## src/shared/tpc_defines.vh

```
// register map, field positions, reset values and counts of the three-phase carrier block
`ifndef TPC_DEFINES_VH
`define TPC_DEFINES_VH

`define TPC_CNT_W 16
`define TPC_ADDR_W 8

`define TPC_OFF_CTRL 8'h08
`define TPC_OFF_CNTSTA 8'h0c
`define TPC_OFF_CNT 8'h10
`define TPC_OFF_PRD 8'h14
`define TPC_OFF_CMPU 8'h18
`define TPC_OFF_CMPV 8'h1c
`define TPC_OFF_CMPW 8'h20
`define TPC_OFF_SRCSEL 8'h24
`define TPC_OFF_OUTCTL 8'h28
`define TPC_OFF_EMGCR 8'h34
`define TPC_OFF_TRG0 8'h48
`define TPC_OFF_TRG1 8'h4c

`define TPC_CTRL_SHAPE_BIT 0
`define TPC_CTRL_INTPRD_LSB 1
`define TPC_CTRL_INTPRD_MSB 2
`define TPC_CTRL_POINT_BIT 3
`define TPC_CTRL_SHARE_BIT 4
`define TPC_CTRL_UPPER_BIT 5
`define TPC_CTRL_EXT_BIT 6
`define TPC_CTRL_W 7

`define TPC_INTPRD_HALF 2'b00
`define TPC_INTPRD_ONE 2'b01
`define TPC_INTPRD_TWO 2'b10
`define TPC_INTPRD_FOUR 2'b11

`define TPC_ESTOP_ALL_LOW 2'b00
`define TPC_ESTOP_LOWER_ON 2'b01
`define TPC_ESTOP_UPPER_ON 2'b10

`define TPC_RST_CTRL 7'h00
`define TPC_RST_PRD 16'h0000
`define TPC_RST_CMP 16'h0000
`define TPC_RST_SRCSEL 1'b0
`define TPC_RST_OUTCTL 6'h00
`define TPC_RST_EMGCR 2'h0
`define TPC_RST_TRG 16'h0000

`define TPC_CNT_ONE 16'h0001
`define TPC_EXT_DIV_LAST 2'd3

`define TPC_RESP_OKAY 2'b00
`define TPC_RESP_SLVERR 2'b10

`endif

```

## src/verilog/tpc_phase_cmp.v

```verilog
// one phase: working compare buffer and carrier comparator
`timescale 1ns/100ps
`include "tpc_defines.vh"

module tpc_phase_cmp #(
  parameter CNT_W = `TPC_CNT_W
) (
  input wire clk,
  input wire rst_n,
  input wire load,
  input wire src_vec,
  input wire [CNT_W-1:0] bus_val,
  input wire [CNT_W-1:0] vec_val,
  input wire [CNT_W-1:0] cnt,
  input wire [CNT_W-1:0] share_val,
  input wire use_share,
  output reg [CNT_W-1:0] buf_r,
  output reg pwm_r
);

  wire [CNT_W-1:0] cmp_val;

  assign cmp_val = use_share ? share_val : buf_r;

  always @(posedge clk or negedge rst_n) begin
    if (!rst_n) begin
      buf_r <= `TPC_RST_CMP;
      pwm_r <= 1'b0;
    end else begin
      if (load) begin
        buf_r <= src_vec ? vec_val : bus_val;
      end
      pwm_r <= (cmp_val > cnt);
    end
  end

endmodule // tpc_phase_cmp

```

## src/verilog/tpc_pwm_carrier.v

```verilog
// three-phase pwm carrier, double-buffered compares and axi4-lite register slave
//
// The AXI4-Lite interface to the registers and the address map are this design's own decisions.
`timescale 1ns/100ps
`include "tpc_defines.vh"

// Operation
// - source select 0 loads working buffers from bus, 1 from vector engine.
// - compares, triggers, output control double-buffered; load only at update points.
// - sixteen-bit up/down counter, one system clock resolution.
// - mode 0 sawtooth edge-aligned, mode 1 triangular center-aligned.
// - period extension advances counter every fourth clock.
// - period comes from buffered register, refreshed once per carrier period.
// - optionally refresh period and compares every half period.
// - each phase output set by comparing its compare value with counter.
// - compare working buffers load when counter equals period value.
// - independent mode uses each phase's own compare value.
// - common mode uses U compare value for all three phases.
// - interrupt request every half (triangular carrier only), one, two or four periods.
// - control fields at bits 6,5,4,3,2-1,0, all reset to zero.
// - emergency input overrides phase outputs per emergency output mode.
// - carrier shape bit 0 sawtooth, 1 triangular.
// - duty share bit 0 common mode, 1 independent mode.
// - interrupt period 00 half, 01 one, 10 two, 11 four periods.
// - interrupt at count one or at period match; sawtooth uses period match.
module tpc_pwm_carrier #(
  parameter CNT_W = `TPC_CNT_W,
  parameter ADDR_W = `TPC_ADDR_W
) (
  input wire clk,
  input wire rst_n,
  input wire [ADDR_W-1:0] s_axi_awaddr,
  input wire s_axi_awvalid,
  output reg s_axi_awready,
  input wire [31:0] s_axi_wdata,
  input wire [3:0] s_axi_wstrb,
  input wire s_axi_wvalid,
  output reg s_axi_wready,
  output reg [1:0] s_axi_bresp,
  output reg s_axi_bvalid,
  input wire s_axi_bready,
  input wire [ADDR_W-1:0] s_axi_araddr,
  input wire s_axi_arvalid,
  output reg s_axi_arready,
  output reg [31:0] s_axi_rdata,
  output reg [1:0] s_axi_rresp,
  output reg s_axi_rvalid,
  input wire s_axi_rready,
  input wire [3*CNT_W-1:0] vec_cmp,
  input wire [CNT_W-1:0] vec_prd,
  input wire [CNT_W-1:0] vec_trg0,
  input wire [CNT_W-1:0] vec_trg1,
  input wire [5:0] vec_outctl,
  input wire emergency_input,
  output reg [2:0] pwm_upper_r,
  output reg [2:0] pwm_lower_r,
  output reg pwm_int_req_r,
  output reg update_pulse_r,
  output reg [CNT_W-1:0] trg0_buf_r,
  output reg [CNT_W-1:0] trg1_buf_r
);

  // first-stage registers written by the bus
  reg [`TPC_CTRL_W-1:0] ctrl_r;
  reg [CNT_W-1:0] prd_r;
  reg [3*CNT_W-1:0] cmp_r;
  reg srcsel_r;
  reg [5:0] outctl_r;
  reg [1:0] emgcr_r;
  reg [CNT_W-1:0] trg0_r;
  reg [CNT_W-1:0] trg1_r;
  // working copies
  reg [CNT_W-1:0] prd_w_r;
  reg [5:0] outctl_w_r;
  // carrier
  reg [CNT_W-1:0] cnt_r;
  reg [CNT_W-1:0] cnt_nxt;
  reg dir_down_r;
  reg dir_down_nxt;
  reg [1:0] div_r;
  reg [1:0] int_cnt_r;
  reg [1:0] int_lim;
  reg emerg_s1_r;
  reg emerg_s2_r;
  // bus slave state
  reg aw_full_r;
  reg w_full_r;
  reg [ADDR_W-1:0] waddr_r;
  reg [31:0] wdata_r;
  reg [3:0] wstrb_r;
  reg [31:0] rd_val;
  reg rd_hit;
  reg wr_hit;

  wire shape_center = ctrl_r[`TPC_CTRL_SHAPE_BIT];
  wire [1:0] intprd = ctrl_r[`TPC_CTRL_INTPRD_MSB:`TPC_CTRL_INTPRD_LSB];
  wire point_prd = ctrl_r[`TPC_CTRL_POINT_BIT];
  wire share_indep = ctrl_r[`TPC_CTRL_SHARE_BIT];
  wire upper_only = ctrl_r[`TPC_CTRL_UPPER_BIT];
  wire period_extend = ctrl_r[`TPC_CTRL_EXT_BIT];
  wire tick;
  wire at_prd;
  wire at_one;
  wire half_upd;
  wire upd;
  wire int_event;
  wire wr_go;
  wire [31:0] wmask;
  wire [31:0] wsel;
  wire [31:0] wkeep;
  wire [3*CNT_W-1:0] cmp_buf;
  wire [2:0] phase_pwm;

  assign tick = !period_extend || (div_r == `TPC_EXT_DIV_LAST);
  // an up-count past a shorter period also wraps, else the period could never reload
  assign at_prd = tick && ((cnt_r == prd_w_r) || (!dir_down_r && (cnt_r > prd_w_r)));
  assign at_one = tick && (cnt_r == `TPC_CNT_ONE);
  assign half_upd = shape_center && (intprd == `TPC_INTPRD_HALF) && at_one;
  assign upd = at_prd || half_upd;
  assign int_event = !shape_center ? at_prd :
                     (intprd == `TPC_INTPRD_HALF) ? (at_prd || at_one) :
                     (point_prd ? at_prd : at_one);

  assign wr_go = aw_full_r && w_full_r && !s_axi_bvalid;
  assign wmask = {{8{wstrb_r[3]}}, {8{wstrb_r[2]}}, {8{wstrb_r[1]}}, {8{wstrb_r[0]}}};
  assign wsel = wdata_r & wmask;
  assign wkeep = ~wmask;

  always @* begin
    cnt_nxt = cnt_r;
    dir_down_nxt = dir_down_r;
    if (!shape_center) begin
      dir_down_nxt = 1'b0;
      if (cnt_r >= prd_w_r) begin
        cnt_nxt = `TPC_CNT_ONE;
      end else begin
        cnt_nxt = cnt_r + `TPC_CNT_ONE;
      end
    end else if (prd_w_r <= `TPC_CNT_ONE) begin
      cnt_nxt = `TPC_CNT_ONE;
      dir_down_nxt = 1'b0;
    end else if (!dir_down_r) begin
      if (cnt_r >= prd_w_r) begin
        cnt_nxt = cnt_r - `TPC_CNT_ONE;
        dir_down_nxt = 1'b1;
      end else begin
        cnt_nxt = cnt_r + `TPC_CNT_ONE;
      end
    end else begin
      if (cnt_r <= `TPC_CNT_ONE) begin
        cnt_nxt = cnt_r + `TPC_CNT_ONE;
        dir_down_nxt = 1'b0;
      end else begin
        cnt_nxt = cnt_r - `TPC_CNT_ONE;
      end
    end
  end

  always @(posedge clk or negedge rst_n) begin
    if (!rst_n) begin
      cnt_r <= {CNT_W{1'b0}};
      dir_down_r <= 1'b0;
      div_r <= 2'd0;
    end else begin
      div_r <= period_extend ? div_r + 2'd1 : 2'd0;
      if (tick) begin
        cnt_r <= cnt_nxt;
        dir_down_r <= dir_down_nxt;
      end
    end
  end

  // second stages load only at update
  always @(posedge clk or negedge rst_n) begin
    if (!rst_n) begin
      prd_w_r <= `TPC_RST_PRD;
      outctl_w_r <= `TPC_RST_OUTCTL;
      trg0_buf_r <= `TPC_RST_TRG;
      trg1_buf_r <= `TPC_RST_TRG;
      update_pulse_r <= 1'b0;
    end else begin
      update_pulse_r <= upd;
      if (upd) begin
        prd_w_r <= srcsel_r ? vec_prd : prd_r;
        outctl_w_r <= srcsel_r ? vec_outctl : outctl_r;
        trg0_buf_r <= srcsel_r ? vec_trg0 : trg0_r;
        trg1_buf_r <= srcsel_r ? vec_trg1 : trg1_r;
      end
    end
  end

  genvar gi;
  generate
    for (gi = 0; gi < 3; gi = gi + 1) begin : g_phase
      // common mode shares the U value
      tpc_phase_cmp #(
        .CNT_W(CNT_W)
      ) u_cmp (
        .clk(clk),
        .rst_n(rst_n),
        .load(upd),
        .src_vec(srcsel_r),
        .bus_val(cmp_r[gi*CNT_W +: CNT_W]),
        .vec_val(vec_cmp[gi*CNT_W +: CNT_W]),
        .cnt(cnt_r),
        .share_val(cmp_buf[0 +: CNT_W]),
        .use_share(!share_indep),
        .buf_r(cmp_buf[gi*CNT_W +: CNT_W]),
        .pwm_r(phase_pwm[gi])
      );
    end
  endgenerate

  // interrupt every one, two or four events
  always @* begin
    case (intprd)
      `TPC_INTPRD_TWO: int_lim = 2'd1;
      `TPC_INTPRD_FOUR: int_lim = 2'd3;
      default: int_lim = 2'd0;
    endcase
  end

  always @(posedge clk or negedge rst_n) begin
    if (!rst_n) begin
      int_cnt_r <= 2'd0;
      pwm_int_req_r <= 1'b0;
    end else begin
      pwm_int_req_r <= 1'b0;
      if (int_event) begin
        if (int_cnt_r >= int_lim) begin
          int_cnt_r <= 2'd0;
          pwm_int_req_r <= 1'b1;
        end else begin
          int_cnt_r <= int_cnt_r + 2'd1;
        end
      end
    end
  end

  // phase outputs with emergency override
  always @(posedge clk or negedge rst_n) begin
    if (!rst_n) begin
      emerg_s1_r <= 1'b0;
      emerg_s2_r <= 1'b0;
      pwm_upper_r <= 3'b000;
      pwm_lower_r <= 3'b000;
    end else begin
      emerg_s1_r <= emergency_input;
      emerg_s2_r <= emerg_s1_r;
      if (emerg_s2_r) begin
        pwm_upper_r <= (emgcr_r == `TPC_ESTOP_UPPER_ON) ? 3'b111 : 3'b000;
        pwm_lower_r <= (emgcr_r == `TPC_ESTOP_LOWER_ON) ? 3'b111 : 3'b000;
      end else begin
        pwm_upper_r <= phase_pwm & outctl_w_r[2:0];
        pwm_lower_r <= upper_only ? 3'b000 : (~phase_pwm & outctl_w_r[5:3]);
      end
    end
  end

  // write address decode
  always @* begin
    case (waddr_r)
      `TPC_OFF_CTRL, `TPC_OFF_CNTSTA, `TPC_OFF_CNT, `TPC_OFF_PRD,
      `TPC_OFF_CMPU, `TPC_OFF_CMPV, `TPC_OFF_CMPW, `TPC_OFF_SRCSEL,
      `TPC_OFF_OUTCTL, `TPC_OFF_EMGCR, `TPC_OFF_TRG0, `TPC_OFF_TRG1: wr_hit = 1'b1;
      default: wr_hit = 1'b0;
    endcase
  end

  // axi4-lite write channel and register writes
  always @(posedge clk or negedge rst_n) begin
    if (!rst_n) begin
      s_axi_awready <= 1'b0;
      s_axi_wready <= 1'b0;
      s_axi_bvalid <= 1'b0;
      s_axi_bresp <= `TPC_RESP_OKAY;
      aw_full_r <= 1'b0;
      w_full_r <= 1'b0;
      waddr_r <= {ADDR_W{1'b0}};
      wdata_r <= 32'h00000000;
      wstrb_r <= 4'h0;
      ctrl_r <= `TPC_RST_CTRL;
      prd_r <= `TPC_RST_PRD;
      cmp_r <= {3{`TPC_RST_CMP}};
      srcsel_r <= `TPC_RST_SRCSEL;
      outctl_r <= `TPC_RST_OUTCTL;
      emgcr_r <= `TPC_RST_EMGCR;
      trg0_r <= `TPC_RST_TRG;
      trg1_r <= `TPC_RST_TRG;
    end else begin
      s_axi_awready <= s_axi_awvalid && !s_axi_awready && !aw_full_r && !s_axi_bvalid;
      s_axi_wready <= s_axi_wvalid && !s_axi_wready && !w_full_r && !s_axi_bvalid;
      if (s_axi_awvalid && s_axi_awready) begin
        aw_full_r <= 1'b1;
        waddr_r <= {s_axi_awaddr[ADDR_W-1:2], 2'b00};
      end
      if (s_axi_wvalid && s_axi_wready) begin
        w_full_r <= 1'b1;
        wdata_r <= s_axi_wdata;
        wstrb_r <= s_axi_wstrb;
      end
      if (s_axi_bvalid && s_axi_bready) begin
        s_axi_bvalid <= 1'b0;
      end
      if (wr_go) begin
        aw_full_r <= 1'b0;
        w_full_r <= 1'b0;
        s_axi_bvalid <= 1'b1;
        s_axi_bresp <= wr_hit ? `TPC_RESP_OKAY : `TPC_RESP_SLVERR;
        // software writes first stages ahead of update
        case (waddr_r)
          `TPC_OFF_CTRL: ctrl_r <= (ctrl_r & wkeep[`TPC_CTRL_W-1:0]) | wsel[`TPC_CTRL_W-1:0];
          `TPC_OFF_PRD: prd_r <= (prd_r & wkeep[CNT_W-1:0]) | wsel[CNT_W-1:0];
          `TPC_OFF_CMPU: cmp_r[0 +: CNT_W] <= (cmp_r[0 +: CNT_W] & wkeep[CNT_W-1:0]) | wsel[CNT_W-1:0];
          `TPC_OFF_CMPV: cmp_r[CNT_W +: CNT_W] <= (cmp_r[CNT_W +: CNT_W] & wkeep[CNT_W-1:0]) | wsel[CNT_W-1:0];
          `TPC_OFF_CMPW: cmp_r[2*CNT_W +: CNT_W] <= (cmp_r[2*CNT_W +: CNT_W] & wkeep[CNT_W-1:0]) | wsel[CNT_W-1:0];
          `TPC_OFF_SRCSEL: srcsel_r <= wstrb_r[0] ? wdata_r[0] : srcsel_r;
          `TPC_OFF_OUTCTL: outctl_r <= wstrb_r[0] ? wdata_r[5:0] : outctl_r;
          `TPC_OFF_EMGCR: emgcr_r <= wstrb_r[0] ? wdata_r[1:0] : emgcr_r;
          `TPC_OFF_TRG0: trg0_r <= (trg0_r & wkeep[CNT_W-1:0]) | wsel[CNT_W-1:0];
          `TPC_OFF_TRG1: trg1_r <= (trg1_r & wkeep[CNT_W-1:0]) | wsel[CNT_W-1:0];
          default: ;
        endcase
      end
    end
  end

  // read decode
  always @* begin
    rd_hit = 1'b1;
    rd_val = 32'h00000000;
    case ({s_axi_araddr[ADDR_W-1:2], 2'b00})
      `TPC_OFF_CTRL: rd_val = {25'h0, ctrl_r};
      `TPC_OFF_CNTSTA: rd_val = {31'h0, dir_down_r};
      `TPC_OFF_CNT: rd_val = {16'h0, cnt_r};
      `TPC_OFF_PRD: rd_val = {16'h0, prd_r};
      `TPC_OFF_CMPU: rd_val = {16'h0, cmp_r[0 +: CNT_W]};
      `TPC_OFF_CMPV: rd_val = {16'h0, cmp_r[CNT_W +: CNT_W]};
      `TPC_OFF_CMPW: rd_val = {16'h0, cmp_r[2*CNT_W +: CNT_W]};
      `TPC_OFF_SRCSEL: rd_val = {31'h0, srcsel_r};
      `TPC_OFF_OUTCTL: rd_val = {26'h0, outctl_r};
      `TPC_OFF_EMGCR: rd_val = {30'h0, emgcr_r};
      `TPC_OFF_TRG0: rd_val = {16'h0, trg0_r};
      `TPC_OFF_TRG1: rd_val = {16'h0, trg1_r};
      default: rd_hit = 1'b0;
    endcase
  end

  // axi4-lite read channel
  always @(posedge clk or negedge rst_n) begin
    if (!rst_n) begin
      s_axi_arready <= 1'b0;
      s_axi_rvalid <= 1'b0;
      s_axi_rdata <= 32'h00000000;
      s_axi_rresp <= `TPC_RESP_OKAY;
    end else begin
      s_axi_arready <= s_axi_arvalid && !s_axi_arready && !s_axi_rvalid;
      if (s_axi_arvalid && s_axi_arready) begin
        s_axi_rvalid <= 1'b1;
        s_axi_rdata <= rd_val;
        s_axi_rresp <= rd_hit ? `TPC_RESP_OKAY : `TPC_RESP_SLVERR;
      end else if (s_axi_rvalid && s_axi_rready) begin
        s_axi_rvalid <= 1'b0;
      end
    end
  end

endmodule // tpc_pwm_carrier

```

## config.mk

```make
export PLATFORM = sky130hd
export DESIGN_NAME = tpc_pwm_carrier
export DESIGN_NICKNAME = d
export VERILOG_FILES = /design/src/verilog/tpc_phase_cmp.v /design/src/verilog/tpc_pwm_carrier.v
export VERILOG_INCLUDE_DIRS = /design/src /design/src/shared
export SDC_FILE = /design/constraint.sdc
export NUM_CORES = 1
export LEC_CHECK = 0
export BUFFER_PORTS_ARGS = -buffer_cell sky130_fd_sc_hd__buf_2
export CAP_MARGIN = 10
export CORE_MARGIN = 5
export CORE_UTILIZATION = 40
export CTS_BUF_LIST = sky130_fd_sc_hd__clkbuf_2 sky130_fd_sc_hd__clkbuf_4 sky130_fd_sc_hd__clkbuf_8
export DETAILED_ROUTE_END_ITERATION = 8
export GPL_ROUTABILITY_DRIVEN = 0
export RECOVER_POWER = 50
export SLEW_MARGIN = 0
export SYNTH_ARGS = -nofsm -noshare
export SYNTH_HDL_FRONTEND = slang
export SYNTH_SLANG_ARGS = --single-unit
export TNS_END_PERCENT = 1
```

## constraint.sdc

```tcl
create_clock -name clk -period 2.25 [get_ports clk]
set_input_delay 0.1125 -clock clk [delete_from_list [all_inputs] [get_ports clk]]
set_output_delay 0.1125 -clock clk [all_outputs]
set_load 0.01 [all_outputs]
```

==> results_dict.tcl, run 1 <==
set metrics [dict create \
    drt-initial-drc-count 1010 \
    antenna_left 0 \
    path_max_fanout 8 \
    worstSetupPathType "reg2reg" \
    finalClockSkew_ns 0.02264 \
    synthTopCellsByCount "297 x dfrtp_1, 165 x nor2_1, 147 x a21oi_1, 130 x mux2_2, 123 x nand2_1" \
    vdd_drop_max_uv 655.7 \
    fin_area_sq_mm 0.02165 \
    clockRootBuffer "clkbuf_8" \
    yosysTopAreaCell "dfrtp_1" \
    period_share_pct 116.1 \
    synthTopCellsByArea "dfrtp_1 47%, mux2_2 9.2%, mux2i_1 7.1%" \
    cts_tree "yes" \
    crit_top_cell "buf_12" \
    vias_per_cell 5.464 \
    cts_buffer_depth 3 \
    setup_slack_ns -0.3631 \
    clock_sinks 297 \
    drv_slew 64 \
    grt_start_max_net_pins 64 \
    drt_pre_antenna_iters 6 \
    fp-row-count 73 \
    fillers 3484 \
    antenna_found_initial 5 \
    setup_violations 125 \
    async_flop_share_pct 100.0 \
    clockPowerShare_pct 25.3 \
    timing_hold_violations_final 0 \
    cts_buffers 50 \
    synth.distinct_cells 76 \
    synth_edf_count 0 \
    io-pin-count 243 \
    internal-power_mw 13.18 \
    crit_path_max_incr_delay_ns 0.42 \
    post-route-min-period_ns 2.613 \
    syn_avg_cell_area_sq_um 10.50 \
    ys_seq_elements 297 \
    drive_above_1_share_pct 35.47 \
    io_buffers 202 \
    required_ns 2.78 \
    grt_usage_pct 23.64 \
    drc 0 \
    vias 14050 \
    drt-wirelength-per-cell_microns 20.85 \
    seqPwrFrac_pct 39.8 \
    cp-end-kind "register" \
    dieArea_sq_mm 0.04384 \
    fp.dieW_microns 209.4 \
    arrival_ns 3.14 \
    p_switching_mw 7.512 \
    drv_cap 1 \
    grt_pass1_vias 14460 \
    start_util_pct 40.20 \
    grt_pass1_wl_microns 82280 \
    violations "capacitance limit, slew limit, setup timing" \
    outcome "finished with violations" \
    dpl.hpwl_microns 39550 \
    netlist_instances 1515 \
    p_comb_share_pct 34.9 \
    postPlaceCellArea_sq_mm 0.01872 \
    core_sq_mm 0.03955 \
    nets 2241 \
    overflow 0 \
    synthFlopType "dfrtp_1" \
    cpMaxStageDelayCell "dfrtp_1" \
    slew_headroom_pct -21.36 \
    ys_seq_area_share_pct 46.74 \
    rsz0062_at_grt "true" \
    worstHoldPathType "in2reg" \
    synthToLayoutAreaGrowth_pct 36.13 \
    wl_microns 53620 \
    clock_latency_ns 0.60 \
    synth.most_common_cell "dfrtp_1" \
    netSwitchingFraction_pct 36.30 \
    tightest_slew_ns 1.820 \
    cp_cell_sequence "ha_4 > nand4_1 > buf_4 > o21bai_2 > a31oi_1 > buf_4 > a31o_4 > buf_12 > buf_12 > buf_12 > nor2_1 > a21oi_1" \
    clk_pin_slew_ns 0.07 \
    holdWs_ns 0.05413 \
    die_height_microns 209.4 \
    fmax_mhz 382.7 \
    yosys.area.top_type_share_pct 46.74 \
    p_per_area_mw_per_mm2 956.1 \
    syn_area_sq_mm 0.01590 \
    ys_warn_count 0 \
    start_kind "register" \
    p_leak_nw 9.433 \
    setup_tns_ns -29.03 \
    htreeDepth 2 \
]
[layer usage]
| metal | vias to the layer above | wire [microns] | track usage (%) |
|---|---|---|---|
| li1 | 6471 | - | - |
| met1 | 6919 | 22260 | 30.42 |
| met2 | 533 | 25680 | 39.32 |
| met3 | 126 | 3682 | 5.336 |
| met4 | 4 | 1973 | 8.506 |
| met5 | - | 23 | 0 |
[cells in the final DEF (no fill, tap or decap), drive strengths merged, types with 6 or more instances in the layout]
master and n:
inv 43, xnor2 6, nand2b 22, mux4 8, or2 7, nor4 14, a21o 23, mux2 138
dlygate4sd3 134, o211ai 7, a21oi 148, buf 377, nand2 123, nand3 28, nor2 165, a31oi 9
o21ai 38, dfrtp 297, clkbuf 81, conb 18, o21a 7, a221oi 13, nor3 18, a222oi 11
a22oi 11, nor2b 8, nand4 26, mux2i 112, ha 70
[path summary, 6_finish.rpt]
kind	from	endpoint	slack, ns	depth (start not counted)
min in group asynchronous	rst_n	pwm_int_req_r$_DFF_PN0_	0.56	2
max in group asynchronous	rst_n	asynchronous set/reset pin	0.26	3
worst min register to register	emerg_s1_r$_DFF_PN0_	emerg_s2_r$_DFF_PN0_	0.35	0
worst max register to register	cnt_r[13]$_DFFE_PN0N_	g_phase[1].u_cmp.buf_r[1]$_DFFE_PN0P_	-0.36	12
worst max-delay path	cnt_r[13]$_DFFE_PN0N_	g_phase[1].u_cmp.buf_r[1]$_DFFE_PN0P_	-0.36	12
worst min-delay path	s_axi_araddr[6]	s_axi_rdata[1]$_DFFE_PN0P_	0.05	5
[logic make-up (layout without fill, tap and decap cells)]
kind of cell | count (synthesis) | count (layout) | share of synthesized area [%]
buffers and inverters | 133 | 645 | 3.934
DFF | 297 | 297 | 46.74
AOI/OAI and AO/OA | 316 | 316 | 12.81
xor gates and xnor gates | 6 | 6 | 0.3305
adders and majority gates | 70 | 70 | 5.508
and+or+nand+nor | 434 | 434 | 12.69
other | 1 | 21 | 0.02358
muxes | 258 | 258 | 17.96
[worst max-delay path, delay by kind of cell (launching register included)]
family,cells,cell delay (ns)
adder cells (fa/ha/maj),1,0.28
AND/OR/NAND/NOR,2,0.26
AO/OA/AOI/OAI,4,0.74
buffers and inverters,5,0.84
flip-flops,1,0.42
[layout make-up]
| cell class | count | area, sq um | area share [%] |
|---|---|---|---|
| Clock inverter | 11 | 122.6 | 0.5665 |
| Tap cell | 525 | 656.9 | 3.035 |
| Inverter | 42 | 157.7 | 0.7283 |
| Clock buffer | 76 | 958.4 | 4.428 |
| Sequential cell | 297 | 7440 | 34.37 |
| Timing Repair Buffer | 516 | 3963 | 18.31 |
| Antenna cell | 3 | 7.507 | 0.03468 |
| Multi-Input combinational cell | 1102 | 8341 | 38.53 |
[metrics by stage]
step / utilization, % / power (mW) / worst slack (ns) / std cells
2_1_floorplan: - / 11.90 / -0.01920 / 1532
3_3_place_gp: 47.34 / 14.74 / -0.2086 / 2339
3_5_place_dp: 47.34 / 14.97 / -0.2705 / 2339
4_1_cts: 54.03 / 20.60 / -0.2166 / 2560
5_1_grt: 54.73 / 21.98 / -0.4439 / 2572
6_report: 54.73 / 20.69 / -0.3631 / 2572
[what timing repair did]
action / in CTS / in global routing
endpoints found under the hold margin: 399 / 0
resized for setup: 75 / 47
cloned: 0 / 1
hold buffers: 134 / 0
pin swaps: 12 / 10
buffers inserted: 0 / 8
endpoints found under the setup margin: 126 / 126
[power by group through the flow]
stage | combinational [mW] | sequential, mW | clock, mW
2_1_floorplan | 4.22 | 7.68 | 0
3_3_place_gp | 6.54 | 8.21 | 0
3_5_place_dp | 6.72 | 8.24 | 0
4_1_cts | 7.06 | 8.20 | 5.34
5_1_grt | 7.98 | 8.40 | 5.60
6_report | 7.23 | 8.24 | 5.23
Note: power is estimated with default switching activity, not from simulation.
==> inputs of run 2 (changes only) <==
Settings changed: REMOVE_ABC_BUFFERS set to 1.
Clock period 2.25 ns to 2.8 ns, I/O delays scaled along.
==> run 2 against run 1 <==
Effect of this change: the flow finishes with violations (capacitance limit, slew limit); worst hold slack improved by 0.033 ns; maximum frequency fell by 2.2%; critical endpoint is now trg1_buf_r[7]$_DFFE_PN0P_; largest cell class unchanged; register-to-register slack improved by 0.49 ns; sequential cell count did not move; combinational power fell by 30%.
==> results_dict.tcl, run 2 (same netlist as run 1, synthesis figures left out) <==
set metrics [dict create \
    start_util_pct 40.20 \
    place_ws_ns 0.2230 \
    critPathTopFamily "compound AO/OA/AOI/OAI gates" \
    overflow 0 \
    cpMaxStageDelayCell "dfrtp_1" \
    grt_usage_pct 22.94 \
    post_cts_buffers 0 \
    reg2reg_slack_ns 0.13 \
    layout_common_cells "296 x dfrtp_1, 194 x buf_2, 164 x nor2_1" \
    rsz0062_at_grt "false" \
    vdd_drop_max_uv 540.1 \
    required_ns 3.31 \
    violations "capacitance limit, slew limit" \
    drive_above_1_share_pct 26.98 \
    antenna_left 0 \
    io_buffers 202 \
    slew_headroom_pct -30.07 \
    mostFrequentLayoutCell "dfrtp_1" \
    drt-initial-drc-count 1145 \
    drt_pre_antenna_iters 6 \
    start_kind "register" \
    fp-row-count 73 \
    regArea_sq_mm 0.007436 \
    htreeDepth 2 \
    dieArea_sq_mm 0.04384 \
    cp_cell_sequence "ha_1 > nand4_1 > nor3_1 > o21ai_2 > a31oi_1 > buf_4 > a31o_4 > buf_12 > buf_12 > nor2_1 > a21oi_1" \
    fp.dieW_microns 209.4 \
    crit_top_cell "buf_12" \
    grt_pass1_vias 13900 \
    clockRootBuffer "clkbuf_8" \
    grt_pass1_wl_microns 79670 \
    cts_tree "yes" \
    cts_buffers 51 \
    drt-wirelength-per-cell_microns 20.78 \
    holdWs_ns 0.08751 \
    die_height_microns 209.4 \
    multi_input_area_sq_mm 0.007939 \
    path_max_fanout 32 \
    timing_hold_violations_final 0 \
    grt_start_max_net_pins 79 \
    p_per_area_mw_per_mm2 776.8 \
    nets 2142 \
    drv_slew 73 \
    drv_cap 1 \
    drc 0 \
    clock_latency_ns 0.63 \
    cts_buffer_depth 3 \
    setup_slack_ns 0.1288 \
    worstSetupPathType "reg2reg" \
    wl_microns 51420 \
    outcome "finished with violations" \
    period_share_pct 95.40 \
    crit_path_max_incr_delay_ns 0.49 \
    dpl.hpwl_microns 37210 \
    core_sq_mm 0.03955 \
    worstHoldPathType "in2reg" \
    tightest_slew_ns 1.951 \
    p_leak_nw 8.884 \
    vias_per_cell 5.488 \
    synthToLayoutAreaGrowth_pct 27.87 \
    setup_violations 0 \
    antenna_found_initial 7 \
    vias 13580 \
    io-pin-count 243 \
    fmax_mhz 374.4 \
    post-route-min-period_ns 2.671 \
    fillers 3533 \
    clk_pin_slew_ns 0.07 \
    finalClockSkew_ns 0.04751 \
    clock_sinks 297 \
    cp.buffers_inverters 3 \
    arrival_ns 3.18 \
    cp-end-kind "register" \
]
[run 2: cell count changes in the layout (fill, tap and decap cells not counted), sizes merged]
cell	before	now
clkinvlp	3	4
dlygate4sd3	134	133
bufinv	2	1
inv	43	42
clkbuf	81	91
buf	377	272
clkinv	5	4
[run 2: stage by stage]
stage | setup TNS (ns) | power [mW] | utilization [%] | cells | cell area (sq um)
floorplan | -265.24 | 9.558 | - | 1441 | 15500
global placement | 0 | 11.36 | 45.44 | 2249 | 17970
detailed placement | 0 | 11.53 | 45.44 | 2249 | 17970
CTS | 0 | 15.85 | 51.46 | 2471 | 20350
global route | 0 | 16.79 | 51.41 | 2474 | 20330
finish | 0 | 15.79 | 51.41 | 2474 | 20330
[run 2: per-layer routing]
layer	GRT usage, %	share of wire, %
met1	30.82	43
met2	36.56	47
met3	5.351	6.9
met4	8.213	3.5
met5	0	0.093
[run 2: where the power goes]
part           leakage (nW)  internal, mW  switching [mW]  total (mW)
sequential             3.51          5.36            1.26        6.62
clock                 0.551          2.28            1.84        4.12
combinational          4.82          2.39            2.67        5.06
total                  8.88          10.0            5.77        15.8
[run 2: worst reg2reg max path, delay by kind of cell (launching register included)]
| family | cells | cell delay (ns) |
|---|---|---|
| and+or+nand+nor | 3 | 0.58 |
| adders and majority gates | 1 | 0.34 |
| DFF | 1 | 0.49 |
| buffers and inverters | 3 | 0.50 |
| AOI/OAI and AO/OA | 4 | 0.65 |
[run 2: path summary, 6_finish.rpt]
path	from	cells past startpoint	endpoint
hold reg to reg	emerg_s1_r$_DFF_PN0_	0	emerg_s2_r$_DFF_PN0_
hold / removal	s_axi_araddr[7]	5	s_axi_rdata[0]$_DFFE_PN0P_
max in group asynchronous	rst_n	3	outctl_r[5]$_DFFE_PN0P_
setup / recovery	cnt_r[12]$_DFFE_PN0N_	11	trg1_buf_r[7]$_DFFE_PN0P_
min in group asynchronous	rst_n	2	asynchronous set/reset pin
setup reg to reg	cnt_r[12]$_DFFE_PN0N_	11	trg1_buf_r[7]$_DFFE_PN0P_
[run 2: area by class of cell]
cell class                 count  share of cell area (%)
antenna                        3                 0.03692
inverter                      42                  0.7754
clock inverter                 9                  0.3938
timing repair buffer         416                   15.18
tap                          525                   3.231
clock buffer                  80                   4.769
multi-input combinational   1102                   39.05
sequential                   297                   36.57
[run 2: what timing repair did]
action,CTS,global route
endpoints found under the hold margin,204,0
hold buffers,133,0
gates resized for setup,0,3
setup endpoints to repair,0,19
==> inputs of run 3 (changes only) <==
Settings changed: CORE_UTILIZATION 40 to 45, CTS_CLUSTER_DIAMETER set to 40, PLACE_DENSITY set to 0.68.
Clock period 2.8 ns to 2.25 ns, I/O delays scaled along.
==> run 3 against run 2 <==
Effect of this change: the run ends with capacitance limit, slew limit, setup timing left; register-to-register slack worse by 0.43 ns; non-clock buffer count up 94; sequential power increased by 24%; final cell count is 1.2% higher; global-route usage is 3.8 points higher; sequential share of layout area fell by 1.7 points; critical path type unchanged; critical endpoint is now int_cnt_r[0]$_DFFE_PN0P_; highest routed layer is now met4.
==> results_dict.tcl, run 3 (same netlist as run 1, synthesis figures left out) <==
set metrics [dict create \
    outcome "finished with violations" \
    violations "capacitance limit, slew limit, setup timing" \
    fin_area_sq_mm 0.02132 \
    grt_pass1_vias 14690 \
    regArea_sq_mm 0.007437 \
    multi_input_area_sq_mm 0.008071 \
    grt_start_max_net_pins 74 \
    worstSetupPathType "reg2reg" \
    dpl.hpwl_microns 37890 \
    cp-end-kind "register" \
    grt_pass1_wl_microns 82790 \
    grt.met3_usage_pct 6.602 \
    met2_usage_pct 44.63 \
    cts_buffers 54 \
    vias_per_cell 5.711 \
    cp.buffers_inverters 3 \
    crit_top_cell "buf_4" \
    rr_startpoint "cnt_r[0]$_DFFE_PN0N_" \
    drt-wirelength-per-cell_microns 21.27 \
    mostFrequentLayoutCell "dfrtp_1" \
    drv_cap 1 \
    io_buffers 202 \
    cp_cell_sequence "inv_2 > ha_1 > nand4_1 > buf_4 > o41ai_2 > nand2_1 > a31oi_2 > buf_4 > o21ai_2 > or2_1 > mux2_4" \
    io-pin-count 243 \
    clock_latency_ns 0.63 \
    wl_microns 53260 \
    layout_common_cells "295 x dfrtp_1, 201 x buf_2, 163 x nor2_1" \
    p_per_area_mw_per_mm2 980.2 \
    cts_buffer_depth 3 \
    drv_slew 74 \
    grt_use_met1_pct 34.33 \
    slew_headroom_pct -30.62 \
    required_ns 2.74 \
    arrival_ns 3.04 \
    postPlaceCellArea_sq_mm 0.01856 \
    finalClockSkew_ns 0.02719 \
    cts_tree "yes" \
    worstHoldPathType "in2reg" \
    synthToLayoutAreaGrowth_pct 34.08 \
    p_leak_nw 9.449 \
    setup_slack_ns -0.3052 \
    vias 14300 \
    tightest_slew_ns 1.959 \
    drt-initial-drc-count 1180 \
    core_sq_mm 0.03471 \
    drc 0 \
    fp-row-count 68 \
    setup_violations 124 \
    cpMaxStageDelayCell "dfrtp_1" \
    timing_hold_violations_final 0 \
    period_share_pct 113.6 \
    clock_sinks 297 \
    holdWs_ns 0.05969 \
    antenna_left 0 \
    die_height_microns 198.0 \
    drive_above_1_share_pct 32.24 \
    fmax_mhz 391.4 \
    grt_usage_pct 26.73 \
    hold_start "s_axi_araddr[7]" \
    drt_pre_antenna_iters 6 \
    start_util_pct 45.80 \
    crit_path_start "cnt_r[0]$_DFFE_PN0N_" \
    power_mw 20.90 \
    clockRootBuffer "clkbuf_8" \
    vdd_drop_max_uv 687.1 \
    start_kind "register" \
    nets 2239 \
    dieArea_sq_mm 0.03919 \
    htreeDepth 2 \
    path_max_fanout 3 \
    overflow 0 \
    crit_path_max_incr_delay_ns 0.39 \
    critPathTopFamily "compound AO/OA/AOI/OAI gates" \
    clk_pin_slew_ns 0.06 \
    post-route-min-period_ns 2.555 \
    rsz0062_at_grt "true" \
    antenna_found_initial 1 \
    fillers 2812 \
    busiest_layer "met2" \
    fp.dieW_microns 198.0 \
]
==> run 3: changes by cell type in the layout (fill, tap and decap cells not counted), moves of 7 or more <==
cell / delta
clkbuf_4: -8
clkbuf_8: +15
clkbuf_1: -8
buf_2: +7
buf_6: +8
buf_4: +82
==> run 3: what timing repair did <==
| item | CTS | global route |
|---|---|---|
| pin swaps | 14 | 2 |
| gates resized for setup | 31 | 15 |
| gates cloned | 0 | 2 |
| hold buffers | 133 | 0 |
| setup endpoints to repair | 126 | 126 |
| buffers inserted | 1 | 1 |
| hold endpoints to repair | 399 | 0 |
==> run 3: cell type report <==
| cell class | instances | area share, % |
|---|---|---|
| Timing Repair Buffer | 510 | 18.13 |
| Antenna cell | 2 | 0.02348 |
| Sequential cell | 297 | 34.88 |
| Clock buffer | 81 | 4.965 |
| Multi-Input combinational cell | 1102 | 37.86 |
| Inverter | 42 | 0.7747 |
| Clock inverter | 15 | 0.6867 |
| Tap cell | 455 | 2.670 |
==> run 3: tightest hold or removal path: stages <==
cell and delay [ns]:
buf_2 0.12, nor2_1 0.06, o311ai_2 0.09, buf_4 0.18
o21ai_1 0.08
==> run 3: per-stage QoR <==
stage	utilization [%]	cells	setup TNS, ns	setup WS, ns
after floorplan	-	1441	-323.94	-3.150
after global placement	53.46	2269	-23.03	-0.2412
after detailed placement	53.46	2269	-32.93	-0.3652
after CTS	61.17	2499	-26.78	-0.2953
after global routing	61.41	2503	-75.82	-0.4761
final	61.42	2504	-29.83	-0.3052
==> run 3: report_power, final <==
part           internal, mW  switching [mW]  total (mW)
Sequential             6.68            1.56        8.23
Combinational          3.36            3.69        7.05
Clock                  3.25            2.37        5.62
==> run 3: final timing paths <==
kind	end	slack, ns	cells after the start
worst max-delay path	int_cnt_r[0]$_DFFE_PN0P_	-0.31	11
worst min-delay path	s_axi_rdata[5]$_DFFE_PN0P_	0.06	5
worst max register to register	int_cnt_r[0]$_DFFE_PN0P_	-0.31	11
worst min register to register	emerg_s2_r$_DFF_PN0_	0.36	0
max in group asynchronous	pwm_upper_r[2]$_DFF_PN0_	0.20	3
min in group asynchronous	trg0_buf_r[10]$_DFFE_PN0P_	0.61	2
==> run 3: routing by layer <==
| layer | wire, microns | vias up |
|---|---|---|
| li1 | - | 6488 |
| met1 | 21580 | 7038 |
| met2 | 25910 | 646 |
| met3 | 4152 | 129 |
| met4 | 1604 | 0 |
| met5 | 0 | - |
